File: src/kdb_pkg.sv
// Package for the key converter setting bank: field widths, defaults, limits
// Assumes parameters travel as plain ports with no register bus
package kdb_pkg;
  // Output format
  localparam logic FMT_CPST = 1'h1;
  // Colour lock modes
  typedef enum logic [2:0] {
    KDB_CL_TWO = 3'b000,
    KDB_CL_NORM = 3'b001,
    KDB_CL_INV3 = 3'b010,
    KDB_CL_INV5 = 3'b011,
    KDB_CL_INV7 = 3'b100
  } kdb_clock_t;
  // Colour field phase outputs
  localparam logic [1:0] PH_ARB = 2'h0;
  localparam logic [1:0] PH_MATCH = 2'h1;
  localparam logic [1:0] PH_OPP = 2'h2;
  // Reference sources
  localparam logic [1:0] REF_DIG = 2'h0;
  localparam logic [1:0] REF_EXT = 2'h1;
  localparam logic [1:0] REF_MST = 2'h2;
  // Test patterns
  localparam logic [1:0] TP_RAMP = 2'h0;
  localparam logic [1:0] TP_B75 = 2'h1;
  localparam logic [1:0] TP_B100 = 2'h2;
  // Blanking end line
  localparam logic [4:0] VB_NARROW = 5'h0_00A;
  localparam logic [4:0] VB_WIDE = 5'h0_014;
  localparam logic [4:0] VB_MIN = 5'h0_006;
  localparam logic [4:0] VB_MAX = 5'h0_019;
  // Cable length in metres
  localparam logic [8:0] CBL_MAX = 9'h0_15E;
  localparam logic [8:0] CBL_LOCAL = 9'h0_12C;
  localparam logic [8:0] CBL_DEF = 9'h0_000;
  // Timing limits, signed
  localparam logic signed [11:0] HT_LIM = 12'sh06B4;
  localparam logic signed [10:0] VT_LIM = 11'sh020D;
  localparam logic signed [7:0] FP_LIM = 8'sh46;
  // Gain percent, pedestal IRE
  localparam logic [6:0] GAIN_MAX = 7'h0_78;
  localparam logic [6:0] GAIN_DEF = 7'h0_64;
  localparam logic signed [4:0] PED_LIM = 5'sh0A;
  // Parameter select codes
  localparam logic [3:0] P_FMT = 4'h0;
  localparam logic [3:0] P_SETUP = 4'h1;
  localparam logic [3:0] P_REF = 4'h2;
  localparam logic [3:0] P_CLOCK = 4'h3;
  localparam logic [3:0] P_CABLE = 4'h4;
  localparam logic [3:0] P_TEN = 4'h5;
  localparam logic [3:0] P_TTYPE = 4'h6;
  localparam logic [3:0] P_VBLK = 4'h7;
  localparam logic [3:0] P_EDH = 4'h8;
  localparam logic [3:0] P_FINE = 4'h9;
  localparam logic [3:0] P_HT = 4'hA;
  localparam logic [3:0] P_VT = 4'hB;
  localparam logic [3:0] P_GAIN = 4'hC;
  localparam logic [3:0] P_PED = 4'hD;
  // Access level of each parameter
  localparam logic [1:0] LVL_1 = 2'h1;
  localparam logic [1:0] LVL_2 = 2'h2;
  localparam logic [1:0] LVL_3 = 2'h3;
  // Setup memory
  localparam int SLOTS = 5;
  localparam int SETUP_W = 68;
  localparam logic [2:0] SLOT_LAST = 3'h5;
endpackage

File: src/kdb_bank.sv
// Setting and status bank for the serial-to-analog key converter
// Assumes all inputs synchronous to REF_CLK; remote writes are one-cycle strobes
//
// Overview of operation
// - Colour lock picks arbitrary, matching or opposite colour-field phase.
// - Colour lock applies only while the composite format is active.
// - Blanking ends line 10 narrow, 20 wide; remote range 6 to 25, default 20.
// - Error-check packet insertion into loop output, on by default.
// - Horizontal timing signed within plus or minus 1716 clocks, default zero.
// - Genlock path delay reported in whole lines.
// - Save then slot one to five copies the whole setup there.
// - Recall loads an occupied slot; empty slot is reported empty.
// - Lock flag set only when equalised and receiver clock locked.
// - Input present and equalised flag plus measured cable length.
// - Error-check packet presence and checksum error flags.
// - Audio ancillary data presence flag.
// - Reference status and genlock option fitted flag.
// - Max cable 0 to 350 m remotely, default zero, local fixed 300 m.
// - Test enable off by default; pattern ramp, 75 or 100 bars, default 75.
// - Gain 0 to 120 percent default 100; pedestal within 10 IRE default 0.
// - Reference digital, external or master, default digital; local external.
// - Setup offset on the key output, on by default.
// - Parameters above the controller level are refused and shown unavailable.
// - Remote settings take precedence over front-panel switches.
// - Local mode gives switchless parameters their defaults, but fixes reference external, cable 300 m and colour lock matching.
`timescale 1ns/1ps
module kdb_bank
  import kdb_pkg::*;
(
  // Clock, reset, enable
  input wire logic REF_CLK,
  input wire logic RST,
  input wire logic CE,
  // Mode and front panel switches
  input wire logic REMOTE,
  input wire logic SW_BURST,
  input wire logic SW_SETUP,
  input wire logic SW_NARROW,
  input wire logic SW_EDH,
  // Remote parameter write
  input wire logic WR,
  input wire logic [3:0] WR_SEL,
  input wire logic signed [15:0] WR_VAL,
  input wire logic [1:0] USER_LEVEL,
  // Setup memory commands
  input wire logic SAVE,
  input wire logic RECALL,
  input wire logic [2:0] SLOT,
  // Datapath status inputs
  input wire logic RX_EQ,
  input wire logic RX_LOCK,
  input wire logic [8:0] RX_CABLE,
  input wire logic RX_EDH,
  input wire logic RX_EDH_ERR,
  input wire logic RX_AUDIO,
  input wire logic REF_OK,
  input wire logic GL_FITTED,
  input wire logic [10:0] GL_DELAY,
  // Active settings
  output logic FORMAT,
  output logic SETUP_ON,
  output logic [1:0] REF_SRC,
  output logic [1:0] FIELD_PHASE,
  output logic [8:0] CABLE_MAX,
  output logic TEST_EN,
  output logic [1:0] TEST_TYPE,
  output logic [4:0] VBLANK_END,
  output logic EDH_INS,
  output logic signed [7:0] FINE_PHASE,
  output logic signed [11:0] HOR_TIMING,
  output logic signed [10:0] VERT_TIMING,
  output logic [6:0] GAIN,
  output logic signed [4:0] PEDESTAL,
  // Status and answers
  output logic [13:0] PARAM_AVAIL,
  output logic WR_REFUSED,
  output logic SLOT_EMPTY,
  output logic LOCK_OK,
  output logic EQ_OK,
  output logic [8:0] CABLE_LEN,
  output logic EDH_PRESENT,
  output logic EDH_ERROR,
  output logic AUDIO_PRESENT,
  output logic REF_STATUS,
  output logic GL_PRESENT,
  output logic [10:0] DELAY_LINES
);
  // Remote setup store
  logic fmt, setup, edh, ten;
  logic [1:0] ref_src, ttype;
  kdb_clock_t clk_lock;
  logic [8:0] cable;
  logic [4:0] vblk;
  logic signed [7:0] fine;
  logic signed [11:0] ht;
  logic signed [10:0] vt;
  logic [6:0] gain;
  logic signed [4:0] ped;
  logic [SETUP_W-1:0] packed_setup, mem_data;
  logic mem_full;
  logic next_fmt, next_setup, next_edh, next_ten;
  logic [1:0] next_ref_src, next_ttype;
  kdb_clock_t next_clk_lock;
  logic [8:0] next_cable;
  logic [4:0] next_vblk;
  logic signed [7:0] next_fine;
  logic signed [11:0] next_ht;
  logic signed [10:0] next_vt;
  logic [6:0] next_gain;
  logic signed [4:0] next_ped;
  logic [1:0] lvl;
  logic allowed;
  logic [13:0] avail;

  assign packed_setup = {fmt, setup, ref_src, clk_lock, cable, ten, ttype, vblk, edh,
                         fine, ht, vt, gain, ped};

  kdb_slot_mem u_mem (
    .clk(REF_CLK),
    .rst(RST),
    .ce(CE),
    .save(SAVE),
    .save_slot(SLOT),
    .save_data(packed_setup),
    .rd_slot(SLOT),
    .rd_data(mem_data),
    .rd_full(mem_full)
  );

  // Access level of each parameter
  always_comb begin
    case (WR_SEL)
      P_TEN, P_TTYPE: lvl = LVL_2;
      P_GAIN, P_PED: lvl = LVL_1;
      default: lvl = LVL_3;
    endcase
  end

  always_comb begin
    for (int i = 0; i < 14; i++) begin
      if (i == 5 || i == 6) begin
        avail[i] = USER_LEVEL >= LVL_2;
      end else if (i == 12 || i == 13) begin
        avail[i] = USER_LEVEL >= LVL_1;
      end else begin
        avail[i] = USER_LEVEL >= LVL_3;
      end
    end
  end
  assign allowed = REMOTE && (USER_LEVEL >= lvl);

  always_comb begin
    next_fmt = fmt;
    next_setup = setup;
    next_edh = edh;
    next_ten = ten;
    next_ref_src = ref_src;
    next_ttype = ttype;
    next_clk_lock = clk_lock;
    next_cable = cable;
    next_vblk = vblk;
    next_fine = fine;
    next_ht = ht;
    next_vt = vt;
    next_gain = gain;
    next_ped = ped;
    if (RECALL && mem_full) begin
      {next_fmt, next_setup, next_ref_src, next_clk_lock, next_cable, next_ten, next_ttype,
       next_vblk, next_edh, next_fine, next_ht, next_vt, next_gain, next_ped} = mem_data;
    end else if (WR && allowed) begin
      case (WR_SEL)
        P_FMT: next_fmt = WR_VAL[0];
        P_SETUP: next_setup = WR_VAL[0];
        P_REF: next_ref_src = (WR_VAL > 16'sd2 || WR_VAL < 0) ? REF_MST : WR_VAL[1:0];
        P_CLOCK: next_clk_lock = (WR_VAL > 16'sd4 || WR_VAL < 0) ? KDB_CL_INV7 : kdb_clock_t'(WR_VAL[2:0]);
        P_CABLE: next_cable = WR_VAL < 0 ? 9'h0 : (WR_VAL > $signed({7'h0, CBL_MAX}) ? CBL_MAX : WR_VAL[8:0]);
        P_TEN: next_ten = WR_VAL[0];
        P_TTYPE: next_ttype = (WR_VAL > 16'sd2 || WR_VAL < 0) ? TP_B100 : WR_VAL[1:0];
        P_VBLK: next_vblk = WR_VAL < $signed({11'h0, VB_MIN}) ? VB_MIN :
                            (WR_VAL > $signed({11'h0, VB_MAX}) ? VB_MAX : WR_VAL[4:0]);
        P_EDH: next_edh = WR_VAL[0];
        P_FINE: next_fine = WR_VAL > 16'(FP_LIM) ? FP_LIM : (WR_VAL < -16'(FP_LIM) ? -FP_LIM : WR_VAL[7:0]);
        P_HT: next_ht = WR_VAL > 16'(HT_LIM) ? HT_LIM : (WR_VAL < -16'(HT_LIM) ? -HT_LIM : WR_VAL[11:0]);
        P_VT: next_vt = WR_VAL > 16'(VT_LIM) ? VT_LIM : (WR_VAL < -16'(VT_LIM) ? -VT_LIM : WR_VAL[10:0]);
        P_GAIN: next_gain = WR_VAL < 0 ? 7'h0 : (WR_VAL > $signed({9'h0, GAIN_MAX}) ? GAIN_MAX : WR_VAL[6:0]);
        P_PED: next_ped = WR_VAL > 16'(PED_LIM) ? PED_LIM : (WR_VAL < -16'(PED_LIM) ? -PED_LIM : WR_VAL[4:0]);
        default: ;
      endcase
    end
  end

  always_ff @(posedge REF_CLK) begin
    if (RST) begin
      fmt <= FMT_CPST;
      setup <= 1'b1;
      edh <= 1'b1;
      ten <= 1'b0;
      ref_src <= REF_DIG;
      ttype <= TP_B75;
      clk_lock <= KDB_CL_TWO;
      cable <= CBL_DEF;
      vblk <= VB_WIDE;
      fine <= '0;
      ht <= '0;
      vt <= '0;
      gain <= GAIN_DEF;
      ped <= '0;
    end else if (CE) begin
      fmt <= next_fmt;
      setup <= next_setup;
      edh <= next_edh;
      ten <= next_ten;
      ref_src <= next_ref_src;
      ttype <= next_ttype;
      clk_lock <= next_clk_lock;
      cable <= next_cable;
      vblk <= next_vblk;
      fine <= next_fine;
      ht <= next_ht;
      vt <= next_vt;
      gain <= next_gain;
      ped <= next_ped;
    end
  end

  // Output selection
  logic n_fmt, n_setup, n_edh, n_ten;
  logic [1:0] n_ref, n_tt, n_ph;
  logic [8:0] n_cable;
  logic [4:0] n_vb;
  logic signed [7:0] n_fine;
  logic signed [11:0] n_ht;
  logic signed [10:0] n_vt;
  logic [6:0] n_gain;
  logic signed [4:0] n_ped;

  always_comb begin
    if (REMOTE) begin
      n_fmt = fmt;
      n_setup = setup;
      n_edh = edh;
      n_vb = vblk;
      n_ref = ref_src;
      n_cable = cable;
      n_ten = ten;
      n_tt = ttype;
      n_fine = fine;
      n_ht = ht;
      n_vt = vt;
      n_gain = gain;
      n_ped = ped;
    end else begin
      n_fmt = SW_BURST;
      n_setup = SW_SETUP;
      n_edh = SW_EDH;
      n_vb = SW_NARROW ? VB_NARROW : VB_WIDE;
      n_ref = REF_EXT;
      n_cable = CBL_LOCAL;
      n_ten = 1'b0;
      n_tt = TP_B75;
      n_fine = '0;
      n_ht = '0;
      n_vt = '0;
      n_gain = GAIN_DEF;
      n_ped = '0;
    end
    case (REMOTE ? clk_lock : KDB_CL_NORM)
      KDB_CL_TWO: n_ph = PH_ARB;
      KDB_CL_NORM: n_ph = PH_MATCH;
      KDB_CL_INV3, KDB_CL_INV5, KDB_CL_INV7: n_ph = PH_OPP;
      default: n_ph = PH_ARB;
    endcase
    if (n_fmt != FMT_CPST) begin
      n_ph = PH_ARB;
    end
  end

  always_ff @(posedge REF_CLK) begin
    if (RST) begin
      FORMAT <= FMT_CPST;
      SETUP_ON <= 1'b1;
      REF_SRC <= REF_DIG;
      FIELD_PHASE <= PH_ARB;
      CABLE_MAX <= CBL_DEF;
      TEST_EN <= 1'b0;
      TEST_TYPE <= TP_B75;
      VBLANK_END <= VB_WIDE;
      EDH_INS <= 1'b1;
      FINE_PHASE <= '0;
      HOR_TIMING <= '0;
      VERT_TIMING <= '0;
      GAIN <= GAIN_DEF;
      PEDESTAL <= '0;
      PARAM_AVAIL <= '0;
      WR_REFUSED <= 1'b0;
      SLOT_EMPTY <= 1'b0;
      LOCK_OK <= 1'b0;
      EQ_OK <= 1'b0;
      CABLE_LEN <= '0;
      EDH_PRESENT <= 1'b0;
      EDH_ERROR <= 1'b0;
      AUDIO_PRESENT <= 1'b0;
      REF_STATUS <= 1'b0;
      GL_PRESENT <= 1'b0;
      DELAY_LINES <= '0;
    end else if (CE) begin
      FORMAT <= n_fmt;
      SETUP_ON <= n_setup;
      REF_SRC <= n_ref;
      FIELD_PHASE <= n_ph;
      CABLE_MAX <= n_cable;
      TEST_EN <= n_ten;
      TEST_TYPE <= n_tt;
      VBLANK_END <= n_vb;
      EDH_INS <= n_edh;
      FINE_PHASE <= n_fine;
      HOR_TIMING <= n_ht;
      VERT_TIMING <= n_vt;
      GAIN <= n_gain;
      PEDESTAL <= n_ped;
      PARAM_AVAIL <= REMOTE ? avail : '0;
      WR_REFUSED <= WR && !allowed;
      SLOT_EMPTY <= RECALL && !mem_full;
      LOCK_OK <= RX_EQ && RX_LOCK;
      EQ_OK <= RX_EQ;
      CABLE_LEN <= RX_CABLE;
      EDH_PRESENT <= RX_EDH;
      EDH_ERROR <= RX_EDH && RX_EDH_ERR;
      AUDIO_PRESENT <= RX_AUDIO;
      REF_STATUS <= REF_OK;
      GL_PRESENT <= GL_FITTED;
      DELAY_LINES <= GL_FITTED ? GL_DELAY : '0;
    end
  end

  // Assertions
  a_lock_flag: assert property (@(posedge REF_CLK) disable iff (RST)
    $rose(LOCK_OK) |-> $past(RX_EQ) && $past(RX_LOCK)) else $error("lock flag without lock");
  a_refuse_write: assert property (@(posedge REF_CLK) disable iff (RST)
    CE && WR && !allowed |=> WR_REFUSED) else $error("low level write not refused");
  a_local_cable: assert property (@(posedge REF_CLK) disable iff (RST)
    CE && !REMOTE |=> CABLE_MAX == CBL_LOCAL) else $error("local cable limit wrong");
  a_ht_range: assert property (@(posedge REF_CLK) disable iff (RST)
    HOR_TIMING <= HT_LIM && HOR_TIMING >= -HT_LIM) else $error("horizontal out of range");
  a_gain_range: assert property (@(posedge REF_CLK) disable iff (RST)
    GAIN <= GAIN_MAX) else $error("gain above limit");
  a_phase_cpst: assert property (@(posedge REF_CLK) disable iff (RST)
    FORMAT != FMT_CPST |-> FIELD_PHASE == PH_ARB) else $error("phase set off composite");
  a_vblk_range: assert property (@(posedge REF_CLK) disable iff (RST)
    VBLANK_END >= VB_MIN && VBLANK_END <= VB_MAX) else $error("blank end out of range");
  a_local_ref: assert property (@(posedge REF_CLK) disable iff (RST)
    CE && !REMOTE |=> REF_SRC == REF_EXT) else $error("local reference wrong");
  a_remote_wins: assert property (@(posedge REF_CLK) disable iff (RST)
    CE && REMOTE |=> EDH_INS == $past(edh)) else $error("switch overrode remote");
endmodule

File: src/kdb_slot_mem.sv
// Five-slot setup store with occupancy flags
// Assumes a single clock domain and one save or recall per cycle
`timescale 1ns/1ps
module kdb_slot_mem
  import kdb_pkg::*;
(
  input wire logic clk,
  input wire logic rst,
  input wire logic ce,
  input wire logic save,
  input wire logic [2:0] save_slot,
  input wire logic [SETUP_W-1:0] save_data,
  input wire logic [2:0] rd_slot,
  output logic [SETUP_W-1:0] rd_data,
  output logic rd_full
);
  logic [SETUP_W-1:0] mem [SLOTS];
  logic [SLOTS-1:0] full;
  logic [SLOTS-1:0] next_full;

  always_comb begin
    next_full = full;
    if (save && save_slot >= 3'h1 && save_slot <= SLOT_LAST) begin
      next_full[save_slot - 3'h1] = 1'b1;
    end
  end

  always_ff @(posedge clk) begin
    if (rst) begin
      full <= '0;
    end else if (ce) begin
      full <= next_full;
    end
  end

  // Storage without reset, as a memory
  genvar g;
  for (g = 0; g < SLOTS; g++) begin : g_slot
    always_ff @(posedge clk) begin
      if (ce && save && save_slot == 3'(g + 1)) begin
        mem[g] <= save_data;
      end
    end
  end

  always_comb begin
    rd_data = '0;
    rd_full = 1'b0;
    if (rd_slot >= 3'h1 && rd_slot <= SLOT_LAST) begin
      rd_data = mem[rd_slot - 3'h1];
      rd_full = full[rd_slot - 3'h1];
    end
  end
endmodule

File: config.mk
export PLATFORM = sky130hd
export DESIGN_NAME = kdb_bank
export DESIGN_NICKNAME = d
export VERILOG_FILES = /design/src/kdb_pkg.sv /design/src/kdb_bank.sv /design/src/kdb_slot_mem.sv
export SDC_FILE = /design/constraint.sdc
export NUM_CORES = 1
export LEC_CHECK = 0
export BUFFER_PORTS_ARGS = -buffer_cell sky130_fd_sc_hd__buf_2
export CAP_MARGIN = 20
export CORE_ASPECT_RATIO = 0.7
export CORE_UTILIZATION = 54
export DETAILED_ROUTE_END_ITERATION = 6
export PLACE_DENSITY = 0.77
export SETUP_SLACK_MARGIN = 0.5
export SLEW_MARGIN = 0
export SYNTH_ARGS = -nofsm -noshare
export SYNTH_HDL_FRONTEND = slang
export SYNTH_HIERARCHICAL = 1
export SYNTH_SLANG_ARGS = --single-unit
File: constraint.sdc
create_clock -name REF_CLK -period 7.1 [get_ports REF_CLK]
set_clock_uncertainty 0.2 [all_clocks]
set_input_delay 1.42 -clock REF_CLK [delete_from_list [all_inputs] [get_ports REF_CLK]]
set_output_delay 1.42 -clock REF_CLK [all_outputs]
set_load 0.05 [all_outputs]
Word level (Yosys, flattened, before mapping)
Memory sizes are Yosys's and may differ from the RTL's.
Cells that the tools add are included.
{"block": "totals", "n_memories": 1, "ram_bits": 340, "register_bits": 183, "input_bits": 63}
{"name": "u_mem.mem", "depth": 5, "word_bits": 68, "rd": 1, "rd_clocked_by_memory_dff": 0, "wr": 1, "line_no": "kdb_slot_mem.sv:17", "source": "logic [SETUP_W-1:0] mem [SLOTS];"}
{"block": "op_classes", "reduce_logical": 59, "bitwise_logic": 1, "mux": 106, "n_eq_ne": 22, "magnitude_cmp": 23, "addsub": 1}
{"op": "$mux W68", "n": 5}
{"op": "$reduce_or A68 Y1", "n": 4}
{"op": "$mux W11", "n": 7}
{"op": "$mux W12", "n": 6}
{"op": "$mux W5", "n": 13}
{"op": "$mux W9", "n": 6}
{"op": "$mux W8", "n": 6}
{"op": "$mux W7", "n": 6}
{"op": "$reduce_and A3 Y1", "n": 14}
{"op": "$mux W1", "n": 33}
{"op": "$gt A16 B8 Y1 const B", "n": 2}
{"op": "$reduce_bool A2 Y1", "n": 15}
{"op": "$mux W3", "n": 9}
{"op": "$eq A4 B4 Y1 const B", "n": 6}
{"op": "$mux W2", "n": 10}
{"op": "$logic_and A1 B1 Y1", "n": 17}
{"op": "$eq A4 B3 Y1 const B", "n": 4}
{"op": "$gt A16 B10 Y1 const B", "n": 1}
{"op": "$gt A16 B11 Y1 const B", "n": 1}
{"op": "$gt A16 B12 Y1 const B", "n": 1}
{"op": "$gt A16 B3 Y1 const B", "n": 1}
{"op": "$gt A16 B4 Y1 const B", "n": 1}
{"op": "$gt A16 B5 Y1 const B", "n": 1}
{"op": "$gt A16 B6 Y1 const B", "n": 1}
{"op": "29 further kinds", "n": 42}

Logic depth before layout (Yosys ltp)
{"block": "depth", "word_depth": 9, "depth_mapped": 16, "depth_no_buf": 10}

Cells and area by module
The synthesis kept the hierarchy.
{"module": "kdb_slot_mem", "area_per_inst_um2": 12943.7, "cells_per_inst": 560, "instances": 1}
{"module": "kdb_bank", "area_per_inst_um2": 7961.4, "cells_per_inst": 962, "instances": 1}

Least setup slack after synthesis
OpenSTA, ideal clock, no wires.
{"block": "synth_timing", "path_kind": "input to register", "startpoint": "input port SLOT[0]", "endpoint": "memory u_mem.mem[1][0], enable pin", "n_path_buf": 0, "path_stages": 3, "setup_time_ns": 0.592, "path_slack_ns": -0.312, "t_arrival_ns": 6.621, "path_cell_list": "inv_1 > ha_1 > nor3b_1"}
{"block": "synth_between", "elab_chain_len": 9}
{"element": "start, declared", "line_no": "kdb_bank.sv:48", "source": "input wire logic [2:0] SLOT,"}
{"element": "$eq A3 B2 Y1", "line_no": "kdb_slot_mem.sv:40", "source": "if (ce && save && save_slot == 3'(g + 1)) begin"}
{"element": "$logic_and A1 B1 Y1", "line_no": "kdb_slot_mem.sv:40"}
{"element": "$mux W1", "line_no": "kdb_slot_mem.sv:40"}
{"element": "$mux W1 (implied by the code)", "line_no": "kdb_slot_mem.sv:41", "source": "mem[g] <= save_data;"}
{"element": "$reduce_or A68 Y1 (no source line)"}
{"element": "$mux W3 (no source line) / $mux W1 (equally long branches) (4 in series)"}
{"element": "end, declared", "line_no": "kdb_slot_mem.sv:17"}
Several ways; a longest one is shown, not always the timed one.

Final worst setup path
{"block": "layout_timing", "startpoint": "input port SLOT[0]", "endpoint": "register clk_lock[0]"}
{"block": "layout_between", "elab_chain_len": 7}
{"element": "$sub A3 B1 Y3", "line_no": "kdb_slot_mem.sv:51", "source": "rd_full = full[rd_slot - 3'h1];"}
{"element": "$bmux W1 S3", "line_no": "kdb_slot_mem.sv:51"}
{"element": "$mux W1 (implied by the code)", "line_no": "kdb_slot_mem.sv:51"}
{"element": "$mux W1 (*)", "line_no": "kdb_slot_mem.sv:49", "source": "if (rd_slot >= 3'h1 && rd_slot <= SLOT_LAST) begin"}
{"element": "via mem_full", "line_no": "kdb_bank.sv:100", "source": "logic mem_full;"}
{"element": "$logic_and A1 B1 Y1 (*)", "line_no": "kdb_bank.sv:167", "source": "if (RECALL && mem_full) begin"}
{"element": "$reduce_bool A2 Y1 (no source line)"}
{"element": "$reduce_and A3 Y1 (no source line)"}
{"element": "end signal, assigned", "line_no": "kdb_bank.sv:215", "source": "clk_lock <= next_clk_lock;"}
{"element": "end, declared", "line_no": "kdb_bank.sv:91", "source": "kdb_clock_t clk_lock;"}
The timed path passes the listed nets; every way through them passes the cells marked *. The select of a mux whose other input is x is not followed.
A chain may end at the register's enable or synchronous reset.

==> flow_metrics.env <==
export IMPL_yosysTopAreaCell="edfxtp_1"
export IMPL_drt_pass1_iter_count=6
export IMPL_antenna_found_initial=3
export IMPL_via_per_inst=6.39
export IMPL_cts_made_buffers=47
export IMPL_cts_max_level=2
export IMPL_grt_max_degree=90
export IMPL_status="complete, no violations"
export IMPL_synthMuxAreaShare=0.0834
export IMPL_grt_pass1_wl_microns=80200
export IMPL_regArea_sq_mm=0.0137
export IMPL_yosysMostFrequentCell="edfxtp_1"
export IMPL_synthCells=1522
export IMPL_cp_top_family="buffers and inverters"
export IMPL_synth_top_area_share=0.488
export IMPL_synth_area_leaders="edfxtp_1 49%, dfxtp_1 16%, mux4_2 7.4%"
export IMPL_ys_ff_latch=512
export IMPL_holdBufCountCts=0
export IMPL_slew_violations=0
export IMPL_pre_cts_ws_ns=1.38
export IMPL_vias=13800
export IMPL_maxSlewHeadroom=0.258
export IMPL_cts_setup_buffers=0
export IMPL_cp_common_cell="buf_4"
export IMPL_leakage_uw=0.00786
export IMPL_hold_class="flop to flop"
export IMPL_vdd_drop_max_uv=174
export IMPL_core_rowCount=59
export IMPL_drc_errors=0
export IMPL_chipWidth_microns=237
export IMPL_power_density_mw_per_mm2=269
export IMPL_critPathBufInv=4
export IMPL_netlist_area_sq_mm=0.0209
export IMPL_critPathMaxStageDelay_ns=0.62
export IMPL_worstMarginPinSlew_ns=1.11
export IMPL_clock_insertion_delay_worst_skew_ns=0.57
export IMPL_maxCapViolations=0
export IMPL_boundaryPins=173
export IMPL_cts_max_path_buffers=3
export IMPL_synth_top_family_by_area="compound AO/OA/AOI/OAI gates"
export IMPL_critPathArrivalTime_ns=5.44
export IMPL_yosysSeqAreaShare=0.653
export IMPL_syn_area_per_cell_sq_um=13.7
export IMPL_ant_nets=0
export IMPL_synth_edf_count=340
export IMPL_min_period_ns=5.22
export IMPL_crit_required_ns=7.32
export IMPL_cp_cell_sequence="buf_4 -> inv_1 -> ha_4 -> xnor2_1 -> o21a_2 -> buf_4 -> a22o_1 -> and2_2 -> buf_4 -> a31o_2 -> nand3_1 -> a311oi_1 -> a211oi_1"
export IMPL_synth_xor_area_share=0.00126
export IMPL_routabilityCongestion=0.943
export IMPL_critPathLaunchType="input pin"
export IMPL_port_buffers=172
export IMPL_fill_cells=2819
export IMPL_cp_end_kind="flop"
export IMPL_fmax_ghz=0.192
export IMPL_synth_flop_cell="edfxtp_1"
export IMPL_clk_pin_slew_ns=0.07
export IMPL_finalSetupViolations=0
export IMPL_syn_nets=1594
export IMPL_area_growth_pct=12.6
export IMPL_coreArea_sq_mm=0.0376
export IMPL_dieArea_sq_mm=0.0395
export IMPL_fin_ws_ns=1.88
export IMPL_clock_tree_root_cell="clkbuf_16"
export IMPL_multi_input_area_sq_mm=0.00653
export IMPL_criticalPathCategory="input pin to flop"
export IMPL_crit_path_top_delay_cell="buf_4"
export IMPL_drive_gt1_frac=0.224
export IMPL_synth_compound_area_frac=0.134
export IMPL_synthTopCellsByCount="340 x edfxtp_1, 172 x dfxtp_1, 110 x a21oi_1, 100 x nor2_1, 95 x nand2_1"
export IMPL_rsz0062_at_grt="false"
export IMPL_cts_resized_gates=0
export IMPL_grt_pass1_vias=13300
export IMPL_dpl_hpwl_microns=32100
export IMPL_synthSimpleGateAreaFrac=0.0839
export IMPL_synthAdderAreaFrac=0.00539
export IMPL_synthArstFlopShare=0
export IMPL_period_share=0.735
export IMPL_tns_ns=0
export IMPL_wl_per_cell_microns=24.2
export IMPL_clock_sinks=512
export IMPL_dieHeight_microns=167
export IMPL_wirelength_microns=52300
export IMPL_grt_usage=0.265
export IMPL_first_iter_violations=1680
export IMPL_hold_viol_final=0
export IMPL_layout_nets=1704
export IMPL_synth_distinct_cells=83
export IMPL_start_util=0.555
export IMPL_ys_warn_count=6
export IMPL_gr_total_overflow=0
export IMPL_cp_max_fo=43
export IMPL_cts_tree="done"
==> cells in the final DEF (no fill, tap or decap), types with 7 or more instances in the layout <==
cell type / instances
clkinv_2: 9
nand2_1: 95
o211ai_1: 8
o21ai_0: 40
buf_4: 23
nand4_1: 10
buf_2: 170
edfxtp_1: 340
clkbuf_16: 49
nor3_1: 19
a211oi_1: 42
ha_1: 8
nand2b_1: 7
a21oi_1: 110
nand3_1: 74
mux4_2: 69
clkbuf_1: 9
nor2_1: 98
a311oi_1: 14
inv_1: 20
o21a_1: 7
dfxtp_1: 172
a22oi_1: 12
mux2i_1: 19
a22o_1: 69
a31oi_1: 11
o31ai_1: 10
==> worst register-to-register path, cell delays in order (launching register included) <==
cell and delay (ns):
dfxtp_1 0.34, mux4_2 0.50, a22o_1 0.36, and2_2 0.32
nand2_2 0.42, o31a_1 0.58, a211oi_1 0.11, a31o_2 0.24
==> worst paths after layout <==
path            startpoint     endpoint  slack [ns]  cells after the start
max                SLOT[0]  clk_lock[0]        1.88                     13
min              EDH_ERROR    EDH_ERROR        0.26                      2
max reg2reg  u_mem/full[2]        vt[3]        3.94                      7
min reg2reg      EDH_ERROR    EDH_ERROR        0.26                      2
==> sequential cells by signal, summed over array words and instances (netlist names), 7 cells and up <==
name and count:
fine 8, CABLE_LEN 9, GAIN 7, CABLE_MAX 9
HOR_TIMING 12, cable 9, VERT_TIMING 11, ht 12
DELAY_LINES 11, vt 11, gain 7, FINE_PHASE 8
u_mem/mem 340
==> logic make-up (layout without fill, tap and decap cells) <==
family | after synthesis | in the layout
multiplexers | 88 | 88
AND/OR/NAND/NOR | 362 | 362
other | 0 | 2
AO/OA/AOI/OAI | 393 | 393
XOR/XNOR | 3 | 3
adder cells (fa/ha/maj) | 9 | 9
buffers and inverters | 155 | 304
flip-flops | 512 | 512
==> area by class of cell <==
class	instances	share of cell area
antenna	2	0.000213
clock buffer	62	0.0559
clock inverter	26	0.0129
inverter	22	0.00351
multi-input combinational	855	0.277
sequential	512	0.580
tap	488	0.0259
timing repair buffer	194	0.0440
==> per-layer routing <==
layer / vias up / share of wire / GRT usage
li1: 6121 / - / -
met1: 6835 / 0.43 / 0.396
met2: 762 / 0.45 / 0.401
met3: 87 / 0.097 / 0.0497
met4: 2 / 0.022 / 0.0668
met5: - / 0.00025 / 0
==> where the power goes <==
group	switching [uW]	internal (uW)
sequential	19.5	3190
combinational	328	159
clock	1100	1530
total	1450	4880
==> metrics by stage <==
step	util	power (uW)	cells	cell area [sq um]	hold slack [ns]
floorplan	-	3620	1522	20900	0.222
global placement	0.582	3750	2070	21900	0.246
detailed placement	0.582	3750	2070	21900	0.249
CTS	0.625	6350	2158	23500	0.258
global route	0.625	6510	2161	23500	0.281
finish	0.625	6330	2161	23500	0.258
Note: power is estimated with default switching activity, not from simulation.
